## config.mk

```make
export PLATFORM = sky130hd
export DESIGN_NAME = ulsr_line_status
export DESIGN_NICKNAME = d
export VERILOG_FILES = /design/src/common/ulsr_pkg.sv /design/src/rtl/ulsr_line_status.sv /design/src/rtl/ulsr_rx_framer.sv
export VERILOG_INCLUDE_DIRS = /design/src /design/src/common
export SDC_FILE = /design/constraint.sdc
export NUM_CORES = 1
export LEC_CHECK = 0
export BUFFER_PORTS_ARGS = -buffer_cell sky130_fd_sc_hd__buf_2
export CAP_MARGIN = 20
export CORE_UTILIZATION = 45
export CTS_BUF_LIST = sky130_fd_sc_hd__clkbuf_4 sky130_fd_sc_hd__clkbuf_8
export DETAILED_ROUTE_END_ITERATION = 8
export GPL_ROUTABILITY_DRIVEN = 0
export PLACE_DENSITY = 0.7
export SKIP_CTS_REPAIR_TIMING = 1
export SYNTH_ARGS = -nofsm -noshare
export SYNTH_HDL_FRONTEND = slang
export SYNTH_SLANG_ARGS = --single-unit
```

## constraint.sdc

```tcl
create_clock -name pclk -period 7.7 [get_ports pclk]
set_clock_uncertainty 0.05 [all_clocks]
set_input_delay 0 -clock pclk [delete_from_list [all_inputs] [get_ports pclk]]
set_output_delay 0 -clock pclk [all_outputs]
set_load 0.03 [all_outputs]
```

## src/common/ulsr_consts.svh

```systemverilog
// Register offsets, field positions, reset values and timing counts of the line status block.
`ifndef ULSR_CONSTS_SVH
`define ULSR_CONSTS_SVH

`define ULSR_ADDR_W          12
`define ULSR_OFF_DATA        12'h000
`define ULSR_OFF_CTRL        12'h004
`define ULSR_OFF_DIVISOR     12'h008
`define ULSR_OFF_LINE_STATUS 12'h00C
`define ULSR_OFF_INT_STATUS  12'h010
`define ULSR_OFF_INT_MASK    12'h014

`define ULSR_CTRL_FIFO_EN    0
`define ULSR_CTRL_LEN_LO     1
`define ULSR_CTRL_LEN_HI     2
`define ULSR_CTRL_PAR_EN     3
`define ULSR_CTRL_PAR_EVEN   4

`define ULSR_DIVISOR_RESET   16'h0001

`define ULSR_INT_THR_EMPTY   0
`define ULSR_INT_RX_ERROR    1
`define ULSR_INT_BREAK       2
`define ULSR_INT_RX_CHAR     3
`define ULSR_INT_W           4

`define ULSR_OVERSAMPLE      5'h10
`define ULSR_MID_SAMPLE      4'h7
`define ULSR_LAST_TICK       4'hF
`define ULSR_MIN_BITS        4'h5

`endif

```

## src/common/ulsr_pkg.sv

```systemverilog
// Shared types of the line status block.
package ulsr_pkg;

  typedef enum logic [2:0] {
    ULSR_RX_IDLE,
    ULSR_RX_START,
    ULSR_RX_DATA,
    ULSR_RX_PARITY,
    ULSR_RX_STOP,
    ULSR_RX_BRK_WAIT
  } ulsr_rx_state_t;

  typedef struct packed {
    logic [7:0] data;
    logic       pe;
    logic       fe;
    logic       bi;
  } ulsr_entry_t;

endpackage : ulsr_pkg

```

## src/rtl/ulsr_line_status.sv

```systemverilog
// UART line status upper bits with receive tag FIFO, transmit occupancy and APB registers.
//
// How it works
// - Bit 7 sets while any receive FIFO character carries parity, framing or break.
// - Reading line status clears the bit 7 error summary.
// - Non-FIFO mode: bit 6 is one only while holding and shift registers are empty.
// - FIFO mode: bit 6 sets only when transmit FIFO and shift register are empty.
// - Non-FIFO: bit 5 sets on move to shift register, clears on host write.
// - With its enable set, holding-empty raises an interrupt request whenever set.
// - FIFO mode: bit 5 sets when transmit FIFO empties, clears on any data register write.
// - Bit 4 sets when the receive line stays low for a whole frame.
// - FIFO mode: one break character enters the FIFO per break.
// - Bit 3 sets when a received character lacks a valid stop bit.
// - FIFO mode: framing flag reflects the character at the FIFO head.
// - After reset the summary, break and framing flags read zero.
// - Parity mismatch flags bit 2 for the head character and feeds bit 7.
//
// Local design decisions: the register addresses and the APB slave port.
`timescale 1ns/10ps
`include "ulsr_consts.svh"

module ulsr_line_status #(
  parameter int FIFO_DEPTH = 16
) (
  input  wire logic                    pclk,
  input  wire logic                    presetn,
  input  wire logic [`ULSR_ADDR_W-1:0] paddr,
  input  wire logic                    psel,
  input  wire logic                    penable,
  input  wire logic                    pwrite,
  input  wire logic [31:0]             pwdata,
  output logic [31:0]                  prdata,
  output logic                         pready,
  output logic                         pslverr,
  input  wire logic                    rx_pin,
  input  wire logic                    tx_pop,
  input  wire logic                    tx_shift_empty,
  output logic                         tx_push,
  output logic [7:0]                   tx_push_data,
  output logic                         irq
);

  localparam int PW = $clog2(FIFO_DEPTH);
  localparam int CW = $clog2(FIFO_DEPTH + 1);

  if (FIFO_DEPTH < 2 || (FIFO_DEPTH & (FIFO_DEPTH - 1)) != 0) begin : g_depth_check
    $error("FIFO_DEPTH must be a power of two of at least 2");
  end

  typedef struct packed {
    ulsr_pkg::ulsr_entry_t [FIFO_DEPTH-1:0] mem;
    logic [PW-1:0]                          rd_ptr;
    logic [PW-1:0]                          wr_ptr;
    logic [CW-1:0]                          rx_count;
    logic [CW-1:0]                          err_count;
    logic [CW-1:0]                          tx_level;
    logic                                   fifo_en;
    logic [1:0]                             char_len;
    logic                                   par_en;
    logic                                   par_even;
    logic [15:0]                            divisor;
    logic                                   summary;
    logic                                   thr_empty;
    logic                                   tx_empty;
    logic [`ULSR_INT_W-1:0]                 int_status;
    logic [`ULSR_INT_W-1:0]                 int_mask;
    logic [31:0]                            prdata;
    logic                                   pready;
    logic                                   pslverr;
    logic                                   tx_push;
    logic [7:0]                             tx_push_data;
    logic                                   irq;
  } ulsr_state_t;

  ulsr_state_t s;
  ulsr_state_t next_s;

  logic                  char_valid;
  logic [7:0]            char_data;
  logic                  char_pe;
  logic                  char_fe;
  logic                  char_bi;
  ulsr_pkg::ulsr_entry_t head;
  ulsr_pkg::ulsr_entry_t new_entry;
  logic                  have_rx;
  logic                  new_err;
  logic                  head_err;
  logic                  acc;
  logic                  done;
  logic                  lsr_rd;
  logic                  rx_pop;
  logic                  push_err;
  logic [7:0]            line_status;
  logic [CW-1:0]         tx_cap;
  logic [`ULSR_INT_W-1:0] int_set;
  logic [`ULSR_INT_W-1:0] int_clr;

  ulsr_rx_framer u_framer (
    .pclk       (pclk),
    .presetn    (presetn),
    .rx_pin     (rx_pin),
    .char_len   (s.char_len),
    .par_en     (s.par_en),
    .par_even   (s.par_even),
    .divisor    (s.divisor),
    .char_valid (char_valid),
    .char_data  (char_data),
    .char_pe    (char_pe),
    .char_fe    (char_fe),
    .char_bi    (char_bi)
  );

  always_comb begin
    next_s         = s;
    next_s.tx_push = 1'b0;
    head           = s.mem[s.rd_ptr];
    have_rx        = (s.rx_count != '0);
    head_err       = head.pe | head.fe | head.bi;
    new_entry      = '{data: char_data, pe: char_pe, fe: char_fe, bi: char_bi};
    new_err        = char_pe | char_fe | char_bi;
    push_err       = char_valid & new_err;
    tx_cap         = s.fifo_en ? CW'(FIFO_DEPTH) : CW'(1);
    acc            = psel & penable;
    done           = acc & s.pready;
    lsr_rd         = 1'b0;
    rx_pop         = 1'b0;
    int_clr        = '0;

    // Head tags are shown only while a character is held.
    line_status = {s.summary, s.tx_empty, s.thr_empty,
                   have_rx & head.bi,
                   have_rx & head.fe,
                   have_rx & head.pe,
                   2'b00};

    // One wait state: data and error are captured in the first access cycle.
    next_s.pready = acc & ~s.pready;
    if (acc && !s.pready) begin
      next_s.pslverr = 1'b0;
      next_s.prdata  = 32'h0000_0000;
      unique case (paddr)
        `ULSR_OFF_DATA: begin
          next_s.prdata = {24'h00_0000, have_rx ? head.data : 8'h00};
        end
        `ULSR_OFF_CTRL: begin
          next_s.prdata = {27'h000_0000, s.par_even, s.par_en, s.char_len, s.fifo_en};
        end
        `ULSR_OFF_DIVISOR: begin
          next_s.prdata = {16'h0000, s.divisor};
        end
        `ULSR_OFF_LINE_STATUS: begin
          next_s.prdata = {24'h00_0000, line_status};
        end
        `ULSR_OFF_INT_STATUS: begin
          next_s.prdata = {28'h000_0000, s.int_status};
        end
        `ULSR_OFF_INT_MASK: begin
          next_s.prdata = {28'h000_0000, s.int_mask};
        end
        default: begin
          next_s.pslverr = 1'b1;
        end
      endcase
    end

    if (done && !s.pslverr) begin
      if (pwrite) begin
        unique case (paddr)
          `ULSR_OFF_DATA: begin
            // A write into a full holding store is dropped.
            if (s.tx_level < tx_cap) begin
              next_s.tx_push      = 1'b1;
              next_s.tx_push_data = pwdata[7:0];
              next_s.tx_level     = s.tx_level + CW'(1);
            end
          end
          `ULSR_OFF_DIVISOR: begin
            next_s.divisor = (pwdata[15:0] == 16'h0000) ? `ULSR_DIVISOR_RESET : pwdata[15:0];
          end
          `ULSR_OFF_INT_STATUS: begin
            int_clr = pwdata[`ULSR_INT_W-1:0];
          end
          `ULSR_OFF_INT_MASK: begin
            next_s.int_mask = pwdata[`ULSR_INT_W-1:0];
          end
          default: begin
          end
        endcase
      end else begin
        rx_pop = (paddr == `ULSR_OFF_DATA) && have_rx;
        lsr_rd = (paddr == `ULSR_OFF_LINE_STATUS);
      end
    end

    // The transmitter takes a character into its shift register.
    if (tx_pop && next_s.tx_level != '0) begin
      next_s.tx_level = next_s.tx_level - CW'(1);
    end

    if (rx_pop) begin
      if (s.fifo_en) begin
        next_s.rd_ptr = s.rd_ptr + PW'(1);
      end
      next_s.rx_count = s.rx_count - CW'(1);
      if (head_err) begin
        next_s.err_count = s.err_count - CW'(1);
      end
    end

    if (char_valid) begin
      if (!s.fifo_en) begin
        // Without the FIFO a new character overwrites the single holding slot.
        next_s.mem[0]    = new_entry;
        next_s.rd_ptr    = '0;
        next_s.wr_ptr    = '0;
        next_s.rx_count  = CW'(1);
        next_s.err_count = new_err ? CW'(1) : CW'(0);
      end else if (next_s.rx_count < CW'(FIFO_DEPTH)) begin
        next_s.mem[s.wr_ptr] = new_entry;
        next_s.wr_ptr        = s.wr_ptr + PW'(1);
        next_s.rx_count      = next_s.rx_count + CW'(1);
        if (new_err) begin
          next_s.err_count = next_s.err_count + CW'(1);
        end
      end
    end

    // A mode change empties both stores so stale entries are never shown.
    if (done && !s.pslverr && pwrite && paddr == `ULSR_OFF_CTRL) begin
      next_s.fifo_en  = pwdata[`ULSR_CTRL_FIFO_EN];
      next_s.char_len = pwdata[`ULSR_CTRL_LEN_HI:`ULSR_CTRL_LEN_LO];
      next_s.par_en   = pwdata[`ULSR_CTRL_PAR_EN];
      next_s.par_even = pwdata[`ULSR_CTRL_PAR_EVEN];
      if (pwdata[`ULSR_CTRL_FIFO_EN] != s.fifo_en) begin
        next_s.rd_ptr    = '0;
        next_s.wr_ptr    = '0;
        next_s.rx_count  = '0;
        next_s.err_count = '0;
        next_s.tx_level  = '0;
      end
    end

    // Set wins over the read clear; errors still held set it again.
    next_s.summary = push_err
                   | (~lsr_rd & (s.err_count != '0))
                   | (~lsr_rd & s.summary);

    next_s.thr_empty = (next_s.tx_level == '0);
    next_s.tx_empty  = (next_s.tx_level == '0) & tx_shift_empty;

    int_set                      = '0;
    int_set[`ULSR_INT_THR_EMPTY] = next_s.thr_empty;
    int_set[`ULSR_INT_RX_ERROR]  = push_err;
    int_set[`ULSR_INT_BREAK]     = char_valid & char_bi;
    int_set[`ULSR_INT_RX_CHAR]   = char_valid;
    next_s.int_status = (s.int_status & ~int_clr) | int_set;
    next_s.irq        = |(next_s.int_status & next_s.int_mask);
  end

  always_ff @(posedge pclk or negedge presetn) begin
    if (!presetn) begin
      s           <= '0;
      s.divisor   <= `ULSR_DIVISOR_RESET;
      s.thr_empty <= 1'b1;
      s.tx_empty  <= 1'b1;
    end else begin
      s <= next_s;
    end
  end

  assign prdata       = s.prdata;
  assign pready       = s.pready;
  assign pslverr      = s.pslverr;
  assign tx_push      = s.tx_push;
  assign tx_push_data = s.tx_push_data;
  assign irq          = s.irq;

endmodule : ulsr_line_status

```

## src/rtl/ulsr_rx_framer.sv

```systemverilog
// Serial receive framer: samples the line, checks parity and stop bit, and reports breaks.
`timescale 1ns/10ps
`include "ulsr_consts.svh"

module ulsr_rx_framer (
  input  wire logic        pclk,
  input  wire logic        presetn,
  input  wire logic        rx_pin,
  input  wire logic [1:0]  char_len,
  input  wire logic        par_en,
  input  wire logic        par_even,
  input  wire logic [15:0] divisor,
  output logic             char_valid,
  output logic [7:0]       char_data,
  output logic             char_pe,
  output logic             char_fe,
  output logic             char_bi
);

  typedef struct packed {
    logic                    rx_meta;
    logic                    rx_sync;
    logic [15:0]             div_cnt;
    logic [3:0]              tick;
    logic [3:0]              bit_idx;
    ulsr_pkg::ulsr_rx_state_t state;
    logic [7:0]              shreg;
    logic                    par_acc;
    logic                    all_low;
    logic                    pe;
    logic                    valid;
    logic [7:0]              data;
    logic                    fe;
    logic                    bi;
  } ulsr_fr_state_t;

  ulsr_fr_state_t s;
  ulsr_fr_state_t next_s;

  logic [3:0] nbits;
  logic       baud;
  logic       mid;
  logic       par_exp;

  always_comb begin
    next_s         = s;
    next_s.valid   = 1'b0;
    next_s.rx_meta = rx_pin;
    next_s.rx_sync = s.rx_meta;
    nbits          = `ULSR_MIN_BITS + {2'b00, char_len};
    baud           = (s.div_cnt == 16'h0000);
    next_s.div_cnt = baud ? (divisor - 16'h0001) : (s.div_cnt - 16'h0001);
    mid            = baud && (s.tick == `ULSR_LAST_TICK);
    par_exp        = par_even ? s.par_acc : ~s.par_acc;
    if (baud) begin
      next_s.tick = s.tick + 4'h1;
    end
    unique case (s.state)
      ulsr_pkg::ULSR_RX_IDLE: begin
        next_s.tick = 4'h0;
        if (!s.rx_sync) begin
          next_s.state   = ulsr_pkg::ULSR_RX_START;
          next_s.all_low = 1'b1;
          next_s.par_acc = 1'b0;
          next_s.pe      = 1'b0;
          next_s.bit_idx = 4'h0;
          next_s.shreg   = 8'h00;
        end
      end
      ulsr_pkg::ULSR_RX_START: begin
        if (baud && s.tick == `ULSR_MID_SAMPLE) begin
          next_s.tick = 4'h0;
          // A glitch shorter than half a bit is not a start bit.
          next_s.state = s.rx_sync ? ulsr_pkg::ULSR_RX_IDLE : ulsr_pkg::ULSR_RX_DATA;
        end
      end
      ulsr_pkg::ULSR_RX_DATA: begin
        if (mid) begin
          next_s.shreg   = {s.rx_sync, s.shreg[7:1]};
          next_s.par_acc = s.par_acc ^ s.rx_sync;
          next_s.all_low = s.all_low & ~s.rx_sync;
          next_s.bit_idx = s.bit_idx + 4'h1;
          if (s.bit_idx + 4'h1 == nbits) begin
            next_s.state = par_en ? ulsr_pkg::ULSR_RX_PARITY : ulsr_pkg::ULSR_RX_STOP;
          end
        end
      end
      ulsr_pkg::ULSR_RX_PARITY: begin
        if (mid) begin
          next_s.pe      = (s.rx_sync != par_exp);
          next_s.all_low = s.all_low & ~s.rx_sync;
          next_s.state   = ulsr_pkg::ULSR_RX_STOP;
        end
      end
      ulsr_pkg::ULSR_RX_STOP: begin
        if (mid) begin
          next_s.valid = 1'b1;
          next_s.data  = s.shreg >> (4'h8 - nbits);
          next_s.pe    = s.pe;
          next_s.fe    = ~s.rx_sync;
          next_s.bi    = s.all_low & ~s.rx_sync;
          // One break character per break, then wait for the line to recover.
          next_s.state = (s.all_low & ~s.rx_sync) ? ulsr_pkg::ULSR_RX_BRK_WAIT
                                                 : ulsr_pkg::ULSR_RX_IDLE;
        end
      end
      ulsr_pkg::ULSR_RX_BRK_WAIT: begin
        if (s.rx_sync) begin
          next_s.state = ulsr_pkg::ULSR_RX_IDLE;
        end
      end
      default: begin
        next_s.state = ulsr_pkg::ULSR_RX_IDLE;
      end
    endcase
  end

  always_ff @(posedge pclk or negedge presetn) begin
    if (!presetn) begin
      s         <= '0;
      s.rx_meta <= 1'b1;
      s.rx_sync <= 1'b1;
      s.state   <= ulsr_pkg::ULSR_RX_IDLE;
    end else begin
      s <= next_s;
    end
  end

  assign char_valid = s.valid;
  assign char_data  = s.data;
  assign char_pe    = s.pe;
  assign char_fe    = s.fe;
  assign char_bi    = s.bi;

endmodule : ulsr_rx_framer
```

**Word level (Yosys, flattened, before mapping)**

Index checks and enable logic that the tools add are counted.

- Add/subtract/negate cells: 14
- Order comparisons: 5
- Eq/ne operators: 23
- Shift operators: 1
- Muxes and demuxes: 66
- Bitwise gates (word level): 28
- Reduce and logical (&&, ||, !) cells: 33

Operator list:

| cell | number |
|---|---|
| $bwmux 176 | 1 |
| $pmux 16 s6 | 1 |
| $mux 11 | 6 |
| $bmux 11 s4 | 1 |
| $demux 11 s4 | 1 |
| $mux 4 | 11 |
| $mux 5 | 8 |
| $mux 18 | 2 |
| $mux 9 | 4 |
| $logic_not 16->1 | 2 |
| $mux 16 | 2 |
| $sub 16x1->16 const B | 2 |
| $mux 14 | 2 |
| $mux 28 | 1 |
| $eq 12x4->1 const B | 2 |
| $eq 12x5->1 const B | 2 |
| $mux 23 | 1 |
| $mux 3 | 7 |
| $pmux 3 s6 | 1 |
| $pmux 9 s2 | 1 |
| $mux 17 | 1 |
| $add 4x1->4 const B | 4 |
| $pmux 4 s2 | 2 |
| $add 5x1->5 const B | 3 |
| 44 further kinds | 102 |

- Register bits: 326
- Bits of input ports: 52
- Logic and storage cells: 269

**Depth between registers and ports, before layout**

Gate-level depths: netlist of run 1.

- Depth in word-level cells: 17
- Depth in mapped cells: 15

**Hierarchy**

Synthesis of run 1 repeated with hierarchy kept, for this count alone.

- Cells, all modules: 1287
- Area total of the unflattened synthesis: 15626.2 µm²

Modules (own cells, without submodules):

| module | instances | cells an instance | area each (µm²) | seq. area each (µm²) |
|---|---|---|---|---|
| ulsr_line_status | 1 | 983 | 12658.4 | 6485.0 |
| ulsr_rx_framer | 1 | 304 | 2967.8 | 1278.7 |

**Worst setup path after synthesis of run 1**

No wires, ideal clock.

- Kind: register to register
- Start: reg u_framer.s[41] (netlist name)
- End: reg u_framer.s[47] (netlist name)
- Library setup time: 0.133 ns
- Data arrival time: 3.492 ns
- Setup slack: 4.025 ns
- Cell stages (with the launch flop): 15
- Buffers on the path: 3
- Period minus slack after synthesis: 3.675 ns
- Cell sequence: dfrtp_1 > or4_1 > nor4_1 > and2_1 > clkbuf_1 > clkbuf_1 > clkbuf_1 > a21oi_1 > ha_1 > nand3b_1 > or4_1 > a2111o_1 > a211o_1 > nor4b_1 > xnor2_1

RTL lines:

| item | line | RTL |
|---|---|---|
| start, declared | ulsr_rx_framer.sv:37 | `ulsr_fr_state_t s;` |
| start signal, assigned | ulsr_rx_framer.sv:125 | `s <= next_s;` |

==> results.md, run 1 <==
* Status: complete, but fails checks
* Violated checks: hold timing
* First-pass GRT wire length at roughly 55000 um
* Pleak at between 8 and 9 nW
* Max Root-Sink Buffers at 3
* Most common cell after layout, fill and taps aside: dfrtp_1
* # setup viols final at 0
* Switching Fraction at 0.239
* Placed Cells at 1660
* Core Area at approximately 34000 um^2
* Number of max-cap violations at 0
* Initial Util at 0.458
* Crit Reg-Reg Startpoint: s[75]
* Die height at 187 um
* Distinct cells, synth at 74
* R2R depth at 13
* Combinational family with the most area after synthesis: multiplexers
* Critical path startpoint category: flip-flop
* Logic pwr share at 0.057
* Final Max Tran Viols at 0
* TritonRoute pass-1 iters at 5
* Root Buffer: clkbuf_8
* Share of flip-flops with an asynchronous set or reset at 1.00
* Layout cells sized above 1 at 0.351
* Multiplexer share of the synthesized area at 0.241
* Drc violations at 0
* Most frequent cells in the layout: 303 x dfrtp_1, 190 x mux2_2, 100 x nand2_1
* Synth Flop Type: dfrtp_1
* VDD IR max at 0.000140 V
* Class of the worst hold path: input port to asynchronous set/reset pin
* Final hold vios at 13
* Routed length per instance at 19.0 um
* Post-synth EDFFs at 0
* Crit path max-delay cell type: dfrtp_1
* GR Overflow Total at 0
* Overall power at 3.39 mW
* Gate Count Post-Synth at roughly 1.2k
* Number of global-route vias before repair at 10.2k
* CP Launch Point: s[75]
* Post-Synth Adder-Cell Area at 0.0130
* Crit path cell chain: inv_1 > ha_1 > a21boi_0 > or4_1 > inv_1 > o22ai_1 > ha_1 > inv_1 > o41ai_1 > mux2i_1 > o21bai_1 > and3_1 > dlygate4sd3_1
* Die Span X at 187 um
* Top cell by count, worst path: inv_1
* Die area at approximately 35000 um^2
* Yosys warns at 0
* Area leader, netlist: dfrtp_1
* Worst path bufs/invs at 4
* Initial DRC Count at between 600 and 700
* Worst R2R Setup Slack at 2730 ps
* Crit path max-delay family: compound AO/OA/AOI/OAI gates
* TNS Setup at 0 ps
* Top post-synthesis cells by area: dfrtp_1 50%, mux2_2 14%, mux4_2 8.8%
* Fin crit share at 0.645
* Synth Area per Inst at between 10 and 15 um^2
* Worst-path maximum fanout at 18
* #FFs+latches synth at 310
* # IOs at 96
* Synth top area share at 0.496
* Pint at 2.58 mW
* Hold WS at -30.7 ps
* ANT cells at 0
* Max Freq at 201 MHz
* Synth Area in Simple Gates at 0.0922
* Routed via count at 10.1k
* PortBufs at 63
* Initial antenna violation count at 0
* Final Non-Filler Cells at between 1.5k and 2k
* Seq pwr share at 0.490
* Req. time, crit path at between 8000 and 9000 ps
* Largest net degree at the start of global routing at 112
* Worst slew pin tran at around 950 ps
* Power share of the clock group at 0.453
* Crit path DAT at around 5400 ps
* Worst path max stage delay at 750 ps
* Nets@finish at 1359
* Worst R2R End: line_status[6]
* Num CTS Buffers at 51
* # rows at 67
* Clock sinks at 310
* Area added between synthesis and finish at 11.7%
* Compound-Gate Fraction of Synth Area at 0.0749
* DRT antenna net count at 0
* Critical path class: flip-flop to flip-flop
* RSZ-0062 raised after global routing: no
* Slew headroom at 0.366
* Crit path time final at 4970 ps
* Syn Std Cell Area at between 15000 and 20000 um^2
* Dpl hpwl at 21300 um
* Place WS at 3150 ps
* Post-synthesis xor/xnor area fraction at 0.0239
* Switching pwr at 0.811 mW
* Vias per std cell at about 5.7
* Tot GR Track Use at 0.197
* CP endpoint kind: flip-flop
* Seq/Total Area, Yosys at 0.504
* CTS tree: built
* Clock slew at reported path FFs at 70 ps
* Power per cell area at 197 nW/um^2
* Clock latency on the worst-skew pair at 580 ps
* Htree depth at 2
* Setup ws final at 2730 ps
* Final wirelength at 33700 um
worst max-delay path by stage:
stage                      to  depth (start not counted)  slack [ps]
3_5_place_dp              irq                         13        3150
5_1_grt        line_status[6]                         13        2420
3_3_place_gp              irq                         13        3310
2_1_floorplan  u_framer.s[47]                         14        4020
4_1_cts                   irq                         13        3140
6_report       line_status[6]                         13        2730
final cells by class:
cell class              count  area, um^2
well taps                 448         561
inverters                  26        97.6
multi-input cells         793        6940
fillers                  2854       16400
clock inverters            14         138
flip-flops and latches    310        7770
clock buffers              77         960
repair buffers            109         731
Yosys cell counts (5+ instances only):
cell type  number
nand2_1       100
ha_1           16
or3_1           7
mux2_2        190
nand3_1        21
a31oi_1         8
a22o_1         16
a21oi_1        32
nor4_1         18
mux4_2         60
nor2_1         53
buf_4          49
nor3_1         18
nand2b_1        5
nor2b_1         9
inv_1          26
xnor2_1        20
dfrtp_1       305
o21ai_0        54
buf_6           5
buf_2          11
buf_1           7
a22oi_1        10
a211oi_1        5
xor2_1         22
and3_1          6
or4_1           6
clkbuf_1       45
mux2_4         13
dfstp_2         5
routing by layer:
layer	vias up	wire length, um	track usage	part of all wire
li1	4569	-	-	-
met1	5182	15900	0.286	0.47
met2	258	15700	0.305	0.47
met3	55	1500	0.0300	0.045
met4	0	641	0.0608	0.019
met5	-	0	0	0
stage by stage:
step	util	cell area [um^2]
2_1_floorplan	-	15500
3_3_place_gp	0.471	15800
3_5_place_dp	0.471	15800
4_1_cts	0.504	16900
5_1_grt	0.511	17200
6_report	0.511	17200
sequential cells by signal, indices dropped and copies added (netlist names), 3 cells and up:
name / count
u_framer.char_data: 8
s: 228
line_status: 3
tx_push_data: 8
u_framer.s: 38
prdata: 16
power by group through the flow:
stage / Clock (mW) / Combinational [mW] / Sequential [mW]
after global placement: 0 / 0.174 / 1.69
after detailed placement: 0 / 0.180 / 1.69
after CTS: 1.57 / 0.182 / 1.66
final: 1.54 / 0.194 / 1.66
after global routing: 1.65 / 0.217 / 1.66
after floorplan: 0 / 0.119 / 1.69
cells by family (layout without fill, tap and decap cells):
family                     count (synthesis)  count (layout)
xor gates and xnor gates                  42              42
adders and majority gates                 16              16
other                                      1              16
buffers and inverters                    143             226
DFF                                      310             310
AOI/OAI and AO/OA                        174             174
and+or+nand+nor                          279             279
muxes                                    266             266
(Power assumes the default switching activity.)
==> run 2, diff against run 1 <==
--- a/config.mk
+++ b/config.mk
@@ -12,7 +12,7 @@
 export CTS_BUF_LIST = sky130_fd_sc_hd__clkbuf_4 sky130_fd_sc_hd__clkbuf_8
 export DETAILED_ROUTE_END_ITERATION = 8
 export GPL_ROUTABILITY_DRIVEN = 0
-export PLACE_DENSITY = 0.7
+export PLACE_DENSITY = 0.72
 export SKIP_CTS_REPAIR_TIMING = 1
 export SYNTH_ARGS = -nofsm -noshare
 export SYNTH_HDL_FRONTEND = slang
==> constraint.sdc (replaced) <==
create_clock -name pclk -period 4.5 [get_ports pclk]
set_clock_uncertainty 0.05 [all_clocks]
set_input_delay 0 -clock pclk [delete_from_list [all_inputs] [get_ports pclk]]
set_output_delay 0 -clock pclk [all_outputs]
set_load 0.03 [all_outputs]
==> run 2 against run 1 <==
Against the previous run: the flow now finishes without violations; critical path depth did not move; sequential share of layout area decreased by 0.41 points; maximum frequency is 23% higher; non-clock buffer count increased by 12; first-iteration DRC count is 2.0% higher; sequential power is 72% higher; final cell count up 0.68%; largest power group unchanged; worst setup slack worse by 2300 ps; count of clock-buffer cells in the layout stayed put; combinational power up 69%; sequential cell count did not move; routed wire length grew 2.2%.
==> results.md, run 2 (synthesis results as in run 1) <==
* Status: finished, final reports clean
* Max Root-Sink Buffers at 3
* Final Core Density at 0.516
* ANT cells at 0
* Worst path bufs/invs at 3
* Tot GR Track Use at 0.198
* First-pass GRT wire length at around 55000 um
* Crit path max-delay family: compound AO/OA/AOI/OAI gates
* Crit path DAT at 4400 ps
* Number of global-route vias before repair at about 10k
* TNS Setup at 0 ps
* PortBufs at 63
* # IOs at 96
* Largest net degree at the start of global routing at 133
* Layout cells sized above 1 at 0.355
* Fin area at 17300 um^2
* Die height at ~190 um
* Routed via count at 10.1k
* Initial Util at 0.458
* Pleak at a little over 8 nW
* Num CTS Buffers at 51
* Nets@finish at 1371
* Crit path time final at 4030 ps
* Final wirelength at about 34000 um
* Number of max-cap violations at 0
* Core Area at 33600 um^2
* Slew headroom at 0.371
* CTS tree: built
* Clock latency on the worst-skew pair at a little under 600 ps
* # setup viols final at 0
* Placed Cells at 1671
* Final Non-Filler Cells at 1789
* Critical path startpoint category: flip-flop
* Final Max Tran Viols at 0
* Power per cell area at roughly 340 nW/um^2
* Class of the worst hold path: input port to flip-flop
* Worst path max stage delay at 620 ps
* Clock sinks at 310
* Top cell by count, worst path: inv_1
* Dpl hpwl at 21700 um
* Max Freq at 248 MHz
* Crit path cell chain: inv_1 > ha_1 > a21boi_0 > or4_1 > inv_1 > o22ai_1 > ha_1 > inv_1 > o41ai_1 > mux2i_1 > o21bai_1 > a21oi_1 > o21ai_0
* Final hold vios at 0
* RSZ-0062 raised after global routing: no
* Routed length per instance at 19.2 um
* Crit path max-delay cell type: o41ai_1
* Req. time, crit path at 4870 ps
* Area added between synthesis and finish at 12.7%
* GR Overflow Total at 0
* Biggest register: s
* Post-placement cell area at 15900 um^2
* Clock slew at reported path FFs at approximately 60 ps
* CP endpoint kind: flip-flop
* Worst slew pin tran at 944 ps
* Root Buffer: clkbuf_8
* TritonRoute pass-1 iters at 5
* Vias per std cell at around 5.7
* Die area at around 35000 um^2
* Worst-path maximum fanout at 11
* Initial antenna violation count at 1
* Initial DRC Count at between 600 and 700
* Most frequent cells in the layout: 303 x dfrtp_1, 190 x mux2_2, 100 x nand2_1
* Fin crit share at 0.895
* Most common cell after layout, fill and taps aside: dfrtp_1
* Flip-flop count of the largest register after layout at 228
* Drc violations at 0
* VDD IR max at between 0.0002 and 0.0003 V
* Htree depth at 2
* Critical path class: flip-flop to flip-flop
* DRT antenna net count at 0
* Hold WS at 8.45 ps
* Die Span X at 187 um
* # rows at 67
-- run 2: cell types whose count changed in the layout (fill, tap and decap cells not counted), moves of 2 or more --
| cell | delta |
|---|---|
| buf_12 | +2 |
| buf_4 | +10 |
| clkbuf_4 | -7 |
| clkbuf_8 | +7 |
-- run 2: worst reg2reg max path, stage by stage, from the launching register on --
cell	delay (ps)
dfrtp_1	340
inv_1	130
ha_1	350
a21boi_0	340
or4_1	380
inv_1	260
o22ai_1	310
ha_1	280
inv_1	100
o41ai_1	620
mux2i_1	290
o21bai_1	120
a21oi_1	200
o21ai_0	110
-- run 2: routing by layer --
layer	vias to the layer above	wire length (um)	GRT usage
li1	4573	-	-
met1	5187	15200	0.273
met2	301	16200	0.314
met3	73	2080	0.0415
met4	0	937	0.0662
met5	-	0	0
-- run 2: cell type report --
type                            instances  area [um^2]
Fill cell                            2830        16300
Sequential cell                       310         7770
Multi-Input combinational cell        793         6930
Clock buffer                           77         1000
Timing Repair Buffer                  121          851
Tap cell                              448          561
Clock inverter                         14          135
Inverter                               26         97.6
-- run 2: path summary, 6_finish.rpt --
| kind | startpoint | endpoint | slack, ps | cells after the start |
|---|---|---|---|---|
| min in group asynchronous | presetn | pready | 430 | 3 |
| max in group asynchronous | presetn | s[95] | 2920 | 4 |
| hold / removal | penable | prdata[4] | 8 | 5 |
| hold reg to reg | u_framer.next_s[49] | u_framer.s[49] | 310 | 0 |
| setup / recovery | s[75] | irq | 470 | 13 |
| setup reg to reg | s[75] | irq | 470 | 13 |
-- run 2: power by group --
part	leakage [nW]	internal, mW	switching (mW)
clock	0.610	1.55	1.13
sequential	4.21	2.82	0.0315
combinational	3.29	0.120	0.208
total	8.11	4.48	1.37
-- run 2: metrics by stage --
step / setup slack [ps] / power, mW
2_1_floorplan: 825 / 3.09
3_3_place_gp: 659 / 3.19
3_5_place_dp: 539 / 3.20
4_1_cts: 519 / 5.90
5_1_grt: 113 / 6.09
6_report: 473 / 5.86
